### src/pkg/atc_consts.svh
// constants of the actuator teach-in controller
`ifndef ATC_CONSTS_SVH
`define ATC_CONSTS_SVH
`define ATC_CLK_NS        50
`define ATC_TICK_MS       125
`define ATC_TICK_CYC      ((`ATC_TICK_MS * 1000000) / `ATC_CLK_NS)
`define ATC_TEACH_MS      60000
`define ATC_TEACH_TICKS   (`ATC_TEACH_MS / `ATC_TICK_MS)
`define ATC_MAX_TEACH     4'h8
`define ATC_SELF_BLINKS   4'h3
`define ATC_BLINK_ON      4'h2
`define ATC_BLINK_LEN     4'h4
`define ATC_BURST_PAUSE   4'h8
`define ATC_KIND_NINTH    2'h1
`define ATC_KIND_OLD      2'h2
`define ATC_KIND_NACK     2'h3
`define ATC_REG_CTRL      8'h00
`define ATC_REG_STATUS    8'h04
`define ATC_REG_CODE      8'h08
`define ATC_CTRL_INHIBIT  0
`endif

### src/pkg/atc_pkg.sv
// types shared by the teach-in controller and its lamp blinker
package atc_pkg;
  typedef enum logic [2:0] {
    ATC_ST_LOAD  = 3'b000,
    ATC_ST_SELF  = 3'b001,
    ATC_ST_FACT  = 3'b010,
    ATC_ST_RUN   = 3'b011,
    ATC_ST_TEACH = 3'b100,
    ATC_ST_ACK   = 3'b101,
    ATC_ST_OPF   = 3'b110,
    ATC_ST_FAULT = 3'b111
  } atc_state_e;

  typedef enum logic [2:0] {
    ATC_BL_OFF   = 3'b000,
    ATC_BL_ON    = 3'b001,
    ATC_BL_FAST  = 3'b010,
    ATC_BL_SLOW  = 3'b011,
    ATC_BL_BURST = 3'b100,
    ATC_BL_ONCE  = 3'b101
  } atc_blink_e;
endpackage

### src/hdl/atc_blink.sv
// time base prescaler and green lamp pattern generator
`timescale 1ns/1ps
`include "atc_consts.svh"
module atc_blink
  import atc_pkg::*;
#(
  parameter int unsigned TICK_CYC = `ATC_TICK_CYC
)
(
  // clock and reset
  input  wire logic       clk_i,
  input  wire logic       rst_n_i,
  // pattern request
  input  atc_blink_e      mode_i,
  input  wire logic [1:0] count_i,
  // results
  output logic            tick_o,
  output logic            done_o,
  output logic            led_o
);
  typedef struct packed {
    logic [31:0] pre;
    logic        tick;
    logic [3:0]  ph;
    logic [1:0]  n;
    logic        led;
    logic        done;
    atc_blink_e  mode;
  } atc_bl_s;

  atc_bl_s r;
  atc_bl_s next_r;

  always_comb
  begin
    next_r      = r;
    next_r.done = 1'b0;
    next_r.tick = (r.pre == TICK_CYC - 1);
    next_r.pre  = next_r.tick ? 32'h0 : r.pre + 32'h1;
    next_r.mode = mode_i;
    if (mode_i != r.mode)
    begin
      // restart phase and count so a new pattern starts at its first phase; the prescaler keeps running
      next_r.ph  = 4'h0;
      next_r.n   = 2'h0;
      next_r.led = (mode_i == ATC_BL_ON);
    end
    else
    begin
      case (mode_i)
        ATC_BL_OFF: next_r.led = 1'b0;
        ATC_BL_ON:  next_r.led = 1'b1;
        ATC_BL_FAST:
        begin
          if (r.tick)
            next_r.led = ~r.led;
        end
        ATC_BL_SLOW:
        begin
          if (r.tick)
          begin
            next_r.ph = (r.ph == `ATC_BLINK_LEN - 4'h1) ? 4'h0 : r.ph + 4'h1;
            if (r.ph == `ATC_BLINK_LEN - 4'h1)
              next_r.led = ~r.led;
          end
        end
        ATC_BL_BURST, ATC_BL_ONCE:
        begin
          if (r.n < count_i)
          begin
            next_r.led = (r.ph < `ATC_BLINK_ON);
            if (r.tick)
            begin
              next_r.ph = (r.ph == `ATC_BLINK_LEN - 4'h1) ? 4'h0 : r.ph + 4'h1;
              if (r.ph == `ATC_BLINK_LEN - 4'h1)
                next_r.n = r.n + 2'h1;
            end
          end
          else
          begin
            next_r.led = 1'b0;
            if (r.tick)
            begin
              next_r.ph = r.ph + 4'h1;
              if (r.ph == `ATC_BURST_PAUSE - 4'h1)
              begin
                next_r.ph   = 4'h0;
                next_r.n    = 2'h0;
                next_r.done = 1'b1;
              end
            end
          end
        end
        default: next_r.led = 1'b0;
      endcase
    end
  end

  always_ff @(posedge clk_i or negedge rst_n_i)
  begin
    if (!rst_n_i)
      r <= '0;
    else
      r <= next_r;
  end

  assign tick_o = r.tick;
  assign done_o = r.done;
  assign led_o  = r.led;
endmodule

### src/hdl/atc_ctrl.sv
// actuator teach-in controller: detection, teach-in sequence, safety outputs and lamps
// Summary of operation
// - teach-in keeps safety and door outputs off
// - door change or power loss in teach-in: fault, lamps
// - at most eight teach-ins, counted persistently
// - only the last taught code is valid
// - untaught actuator never reported as detected
// - power-up green blinks show remaining teach-ins, up to three
// - ninth or old actuator: teach, store nothing
// - factory state blinks green at 4 Hz
// - door closed, new actuator: teach, 1 Hz
// - after 60 s teach, green lamp off
// - activation stores code, retires old actuator
// - self-test blinks up to three, then steady, or 4 Hz in factory state
// - closed with valid actuator: green, yellow on
// - open guard: green steady, others off
// - red lamp on internal or teach fault
// - actuator leaves early: negative acknowledge, red
`timescale 1ns/1ps
`include "atc_consts.svh"
module atc_ctrl
  import atc_pkg::*;
#(
  parameter int unsigned CODE_W   = 16,
  parameter int unsigned TICK_CYC = `ATC_TICK_CYC
)
(
  // clock and reset
  input  wire logic              clk_i,
  input  wire logic              reset_n_i,
  // read head and door
  input  wire logic              door_closed_i,
  input  wire logic              act_present_i,
  input  wire logic [CODE_W-1:0] act_code_i,
  input  wire logic              internal_fault_i,
  input  wire logic              power_fail_i,
  // non-volatile store image read at power-up
  input  wire logic [3:0]        nv_count_i,
  input  wire logic [CODE_W-1:0] nv_act_code_i,
  input  wire logic [CODE_W-1:0] nv_old_code_i,
  input  wire logic              nv_pend_i,
  input  wire logic [CODE_W-1:0] nv_pend_code_i,
  // non-volatile store update
  output logic                   nv_we_o,
  output logic [3:0]             nv_count_o,
  output logic [CODE_W-1:0]      nv_act_code_o,
  output logic [CODE_W-1:0]      nv_old_code_o,
  output logic                   nv_pend_o,
  output logic [CODE_W-1:0]      nv_pend_code_o,
  // register port
  input  wire logic [7:0]        addr_i,
  input  wire logic [31:0]       wdata_i,
  input  wire logic              wr_i,
  input  wire logic              rd_i,
  output logic [31:0]            rdata_o,
  // safety outputs and lamps
  output logic                   safety_output_a_o,
  output logic                   safety_output_b_o,
  output logic                   door_monitor_o,
  output logic                   led_green_o,
  output logic                   led_yellow_o,
  output logic                   led_red_o
);
  typedef struct packed {
    atc_state_e        st;
    logic [3:0]        count;
    logic [CODE_W-1:0] act;
    logic [CODE_W-1:0] old;
    logic [CODE_W-1:0] pcode;
    logic              pend;
    logic [CODE_W-1:0] tcode;
    logic              store;
    logic [1:0]        kind;
    logic [9:0]        timer;
    logic              inhibit;
    logic              we;
    logic              out;
    logic              yellow;
    logic              red;
    logic [31:0]       rdata;
  } atc_ctrl_s;

  atc_ctrl_s  r;
  atc_ctrl_s  next_r;
  logic [1:0] rst_sync;
  logic       rst_n;
  logic       tick;
  logic       blink_done;
  atc_blink_e green_mode;
  logic [1:0] green_cnt;
  logic [3:0] remain;
  logic       match;

  always_ff @(posedge clk_i or negedge reset_n_i)
  begin
    if (!reset_n_i)
      rst_sync <= 2'h0;
    else
      rst_sync <= {rst_sync[0], 1'b1};
  end
  assign rst_n = rst_sync[1];

  // only the active code counts; any other code is not a detection
  assign match  = act_present_i && (act_code_i == r.act) && (r.count != 4'h0);
  assign remain = `ATC_MAX_TEACH - r.count;

  always_comb
  begin
    green_mode = ATC_BL_OFF;
    green_cnt  = 2'h0;
    case (r.st)
      ATC_ST_SELF:
      begin
        green_mode = ATC_BL_ONCE;
        green_cnt  = (remain > `ATC_SELF_BLINKS) ? 2'h3 : remain[1:0];
      end
      ATC_ST_FACT:  green_mode = ATC_BL_FAST;
      ATC_ST_RUN:   green_mode = ATC_BL_ON;
      ATC_ST_TEACH: green_mode = ATC_BL_SLOW;
      ATC_ST_ACK:   green_mode = ATC_BL_OFF;
      ATC_ST_OPF:
      begin
        green_mode = ATC_BL_BURST;
        green_cnt  = r.kind;
      end
      default:      green_mode = ATC_BL_OFF;
    endcase
  end

  always_comb
  begin
    next_r       = r;
    next_r.we    = 1'b0;
    next_r.rdata = 32'h0;
    if (wr_i && addr_i == `ATC_REG_CTRL)
      next_r.inhibit = wdata_i[`ATC_CTRL_INHIBIT];
    if (rd_i)
    begin
      case (addr_i)
        `ATC_REG_CTRL:   next_r.rdata = {31'h0, r.inhibit};
        `ATC_REG_STATUS: next_r.rdata = {20'h0, r.pend, r.kind, r.count, r.st, 1'b0, r.out};
        `ATC_REG_CODE:   next_r.rdata = 32'(r.act);
        default:         next_r.rdata = 32'h0;
      endcase
    end
    case (r.st)
      ATC_ST_LOAD:
      begin
        next_r.count = nv_count_i;
        next_r.act   = nv_act_code_i;
        next_r.old   = nv_old_code_i;
        next_r.pcode = nv_pend_code_i;
        next_r.pend  = 1'b0;
        if (nv_pend_i)
        begin
          // activation after the power cycle: new code in, old one retired
          next_r.act = nv_pend_code_i;
          next_r.old = nv_act_code_i;
          next_r.we  = 1'b1;
        end
        next_r.st = ATC_ST_SELF;
      end
      ATC_ST_SELF:
      begin
        if (blink_done)
          next_r.st = (r.count == 4'h0) ? ATC_ST_FACT : ATC_ST_RUN;
      end
      ATC_ST_FACT, ATC_ST_RUN:
      begin
        next_r.timer = 10'h0;
        next_r.tcode = act_code_i;
        if (door_closed_i && act_present_i && !(r.st == ATC_ST_RUN && act_code_i == r.act))
        begin
          next_r.st    = ATC_ST_TEACH;
          next_r.store = 1'b1;
          next_r.kind  = 2'h0;
          if (r.count != 4'h0 && act_code_i == r.old)
          begin
            next_r.store = 1'b0;
            next_r.kind  = `ATC_KIND_OLD;
          end
          else if (r.count >= `ATC_MAX_TEACH)
          begin
            next_r.store = 1'b0;
            next_r.kind  = `ATC_KIND_NINTH;
          end
        end
      end
      ATC_ST_TEACH:
      begin
        if (!door_closed_i || power_fail_i)
        begin
          next_r.st   = ATC_ST_OPF;
          next_r.kind = `ATC_KIND_NACK;
        end
        else if (!act_present_i || act_code_i != r.tcode)
        begin
          next_r.st   = ATC_ST_OPF;
          next_r.kind = `ATC_KIND_NACK;
        end
        else if (r.timer == 10'(`ATC_TEACH_TICKS))
        begin
          if (r.store)
          begin
            next_r.st    = ATC_ST_ACK;
            next_r.pend  = 1'b1;
            next_r.pcode = r.tcode;
            next_r.count = r.count + 4'h1;
            next_r.we    = 1'b1;
          end
          else
            next_r.st = ATC_ST_OPF;
        end
        else if (tick)
          next_r.timer = r.timer + 10'h1;
      end
      ATC_ST_ACK:
      begin
        // left only by removing power or by an internal fault; the new code waits for the power cycle
        next_r.st = ATC_ST_ACK;
      end
      ATC_ST_OPF:
      begin
        if (!door_closed_i && !act_present_i)
          next_r.st = (r.count == 4'h0) ? ATC_ST_FACT : ATC_ST_RUN;
      end
      default: next_r.st = ATC_ST_FAULT;
    endcase
    if (internal_fault_i)
      next_r.st = ATC_ST_FAULT;
    // outputs follow the next state so that they line up with the state register
    next_r.out    = (next_r.st == ATC_ST_RUN) && door_closed_i && match && !r.inhibit;
    next_r.yellow = (next_r.st == ATC_ST_RUN) && door_closed_i && match;
    next_r.red    = (next_r.st == ATC_ST_OPF) || (next_r.st == ATC_ST_FAULT);
  end

  always_ff @(posedge clk_i or negedge rst_n)
  begin
    if (!rst_n)
      r <= '0;
    else
      r <= next_r;
  end

  atc_blink #(
    .TICK_CYC (TICK_CYC)
  ) u_blink (
    .clk_i   (clk_i),
    .rst_n_i (rst_n),
    .mode_i  (green_mode),
    .count_i (green_cnt),
    .tick_o  (tick),
    .done_o  (blink_done),
    .led_o   (led_green_o)
  );

  // both channels carry the same decision; the far side pulls the relay in only when both are on
  assign safety_output_a_o = r.out;
  assign safety_output_b_o = r.out;
  assign door_monitor_o    = r.out;
  assign led_yellow_o      = r.yellow;
  assign led_red_o         = r.red;
  assign rdata_o           = r.rdata;
  assign nv_we_o           = r.we;
  assign nv_count_o        = r.count;
  assign nv_act_code_o     = r.act;
  assign nv_old_code_o     = r.old;
  assign nv_pend_o         = r.pend;
  assign nv_pend_code_o    = r.pcode;
endmodule

### config.mk
export PLATFORM = sky130hd
export DESIGN_NAME = atc_ctrl
export DESIGN_NICKNAME = d
export VERILOG_FILES = /design/src/pkg/atc_pkg.sv /design/src/hdl/atc_blink.sv /design/src/hdl/atc_ctrl.sv
export VERILOG_INCLUDE_DIRS = /design/src /design/src/pkg
export SDC_FILE = /design/constraint.sdc
export NUM_CORES = 1
export LEC_CHECK = 0
export BUFFER_PORTS_ARGS = -buffer_cell sky130_fd_sc_hd__buf_2
export CORE_MARGIN = 8
export CORE_UTILIZATION = 54
export DETAILED_ROUTE_END_ITERATION = 6
export MAX_ROUTING_LAYER = met4
export PLACE_DENSITY = 0.83
export SLEW_MARGIN = 5
export SYNTH_ARGS = -nofsm -noshare
export SYNTH_HDL_FRONTEND = slang
export SYNTH_SLANG_ARGS = --single-unit
### constraint.sdc
create_clock -name clk_i -period 5.9 [get_ports clk_i]
set_clock_uncertainty 0.1 [all_clocks]
set_input_delay 1.18 -clock clk_i [delete_from_list [all_inputs] [get_ports clk_i]]
set_output_delay 1.18 -clock clk_i [all_outputs]
set_load 0.01 [all_outputs]
==> impl_results.md <==
- Detailed Routing Iterations Pass 1: 5
- Slew margin rel.: 34.41%
- Comb power frac: 6.9%
- Clk sinks: 152
- Congestion Overflow GR: 0
- WL final: 22,030 µm
- Critical Path End Type: flop
- Sw Ratio: 24.09%
- Yosys reg bits: 152
- DRT antenna net count: 0
- Core Area: 0.01560 mm²
- Reg2Reg Capture Point: u_blink.r[9]
- Design Area, Final: 0.009445 mm²
- P_sw: 0.0005527 W
- CP required: 6140 ps
- Final Net Count: 1,103
- Resized Gates After CTS: 0
- Reg power frac: 48.2%
- TritonCTS buffer count: 17
- # DRC: 0
- RSZ-0062 raised after global routing: no
- CP Launch Point: act_code_i[2]
- CP Capture Point: r[45]
- CP Class: primary input to flop
- Synth Area in Compound Gates: 10.47%
- Share of synthesized area spent on multiplexers: 6.269%
- CP arrival: 3590 ps
- Final setup vio count: 0
- TritonCTS clock tree: done
- First-pass GRT wire length: 34,940 µm
- Core Util, Final: 60.56%
- Initial antenna violation count: 1
- Postcts setup bufs: 0
- Main combinational cell family by area after synthesis: simple AND/OR/NAND/NOR gates
- HP Class: flop to flop
- Routed len/inst: 18.22 µm
- Post-synthesis cell count: 904
- Hold Buf Count CTS: 0
- Via Count: 6,809
- Final period utilization: 56.91%
- Post-Synth Simple-Gate Area: 18.56%
- Synth-to-Final Area Change: 11.36%
- Final hold vios: 0
- Post-Synth Adder-Cell Area: 1.033%
- DP Area: 0.008884 mm²
- Post-synthesis sequential area ratio: 44.84%
- Vias in the first global route: 6,566
- Startpoint types: primary input
- Post-synth top cells: 152 x dfrtp_1, 102 x nand2_1, 86 x buf_4
- Synthesized area per cell: 9.383 µm²
- Flop2flop setup slack: 2810 ps
- Slew @ Worst Pin: 983.8 ps
- Initial Utilization: 54.38%
- Ratio of cells with drive above 1 in the final layout: 21.47%
- Synth area leaders: dfrtp_1 45%, buf_4 7.6%, xnor2_1 6.9%
- Fmax: 297.8 MHz
- Maximum resistive drop on vdd: 0.1925 mV
- Cell with the most instances after synthesis: dfrtp_1
- Post-layout power: 0.002294 W
- Status: completed
- Setup_tns: 0 ps
- Die Ht: 141.3 µm
- Port Buffers: 161
- Fin crit period: 3358 ps
- FFs w/ async S/R, synth: 100.0%
- XOR/XNOR Fraction of Synth Area: 8.467%
- Post-DP HPWL: 16,210 µm
- Cell Int Power: 0.001742 W
- Gr usage total: 22.89%
- Placer Congestion: 0.9181
- Die area: 0.01997 mm²
- Maximum clock path buffer count: 2
- LEAKAGE: 4.450 nW
- YS warnings: 0
- Max cap viols: 0
- Cell taking the most area after synthesis: dfrtp_1
- Worst-path clk slew: 60 ps
- Netlist cell types: 62
- I/O pin cnt: 209
- Drt initial violations: 693
- Pwr/cell area: 242.9 mW/mm²
- Critical Path Fanout Max: 20
- Pin count of the biggest net entering global routing: 77
- Vias per cell: 5.632
- Worst R2R Path Depth: 9
- Root buffer cell: clkbuf_16
- RR Startpoint: r[121]
- Worst-Skew Late Latency: 430 ps
- Synth Flop Type: dfrtp_1
- Post-synth EDFFs: 0
- Slew Viols, Final: 0
- Htree depth: 4
- Synth top area share: 44.84%
- Die Width: 141.3 µm
- Rows: 46
- Synth Cell Area: 0.008482 mm²
- Clock share of power: 44.9%
logic make-up (layout without fill, tap and decap cells):
logic type      count (synthesis)  after routing
simple gates                  317            317
buf+inv                       144            217
xor+xnor                       82             82
compound gates                147            147
mux                            53             53
fa+ha+maj                       7              7
flops                         152            152
other cells                     2             18
layout by cell type (no fill, tap or decap), drive strengths merged, types with 3 or more instances in the layout:
master  count
or3         7
nor4b       6
mux2i      52
a211o       3
ha          7
nand4      19
a31oi      12
and4        5
and3b       3
conb       17
clkbuf     22
o31ai       3
xor2       15
or2         3
a21oi      56
and3       20
inv        18
o22ai       3
nor2b       4
nor2       75
dfrtp     152
a22oi      10
nor4       10
nand2b      9
nor3       11
nand2     102
a221o       3
buf       169
xnor2      67
or4         4
clkinv      5
and2        7
o21ai      38
nor3b       3
nand3      24
worst min-delay path by stage:
stage               slack, ps          end        start  cells after the start
finish                    250  rst_sync[1]  rst_sync[0]                      0
global route              260  rst_sync[1]  rst_sync[0]                      0
CTS                       260  rst_sync[1]  rst_sync[0]                      0
detailed placement        250  rst_sync[1]  rst_sync[0]                      0
global placement          240  rst_sync[1]  rst_sync[0]                      0
floorplan                 230  rst_sync[1]  rst_sync[0]                      0
routing by layer:
layer	up-vias	GRT usage (%)	routed length, µm
met5	-	-	0
met4	0	7.636	426
met3	35	5.074	1774
met2	302	34.74	10230
met1	3291	30.02	9597
li1	3181	-	-
state kept, by name, summed over array words and instances, names as in the netlist, 2 cells and up:
register / flops
rdata_o: 16
rst_sync: 2
nv_count_o: 4
nv_pend_code_o: 16
u_blink.r: 41
nv_act_code_o: 16
r: 33
nv_old_code_o: 16
power groups by stage:
stage | Sequential, W | Clock [W] | Combinational [W]
6_report | 0.00111 | 0.00103 | 0.000159
5_1_grt | 0.00111 | 0.00109 | 0.000177
4_1_cts | 0.00110 | 0.00104 | 0.000158
3_5_place_dp | 0.00112 | 0 | 0.000157
3_3_place_gp | 0.00112 | 0 | 0.000153
2_1_floorplan | 0.00112 | 0 | 0.0000954
critical path, cell delays in order:
cell and delay, ps:
buf_2 150, xor2_1 170, or3_4 390, nor3_4 380, a41oi_2 490, or4_1 630
a21oi_1 200
final cells by class:
cell class	instances	area [µm²]
antenna	1	2.502
clock buffer	22	464.2
clock inverter	10	95.09
fill	1316	6152
inverter	16	60.06
multi-input combinational	623	3880
sequential	152	3807
tap	216	270.3
timing repair buffer	169	865.8
through the flow:
stage / worst slack [ps] / hold WS, ps / std cells
2_1_floorplan: 1251 / 231.2 / 919
3_3_place_gp: 2281 / 238.9 / 1176
3_5_place_dp: 2196 / 245.0 / 1176
4_1_cts: 2574 / 255.9 / 1208
5_1_grt: 2484 / 258.3 / 1209
6_report: 2542 / 251.8 / 1209
Power figures use the tool's default switching activity.
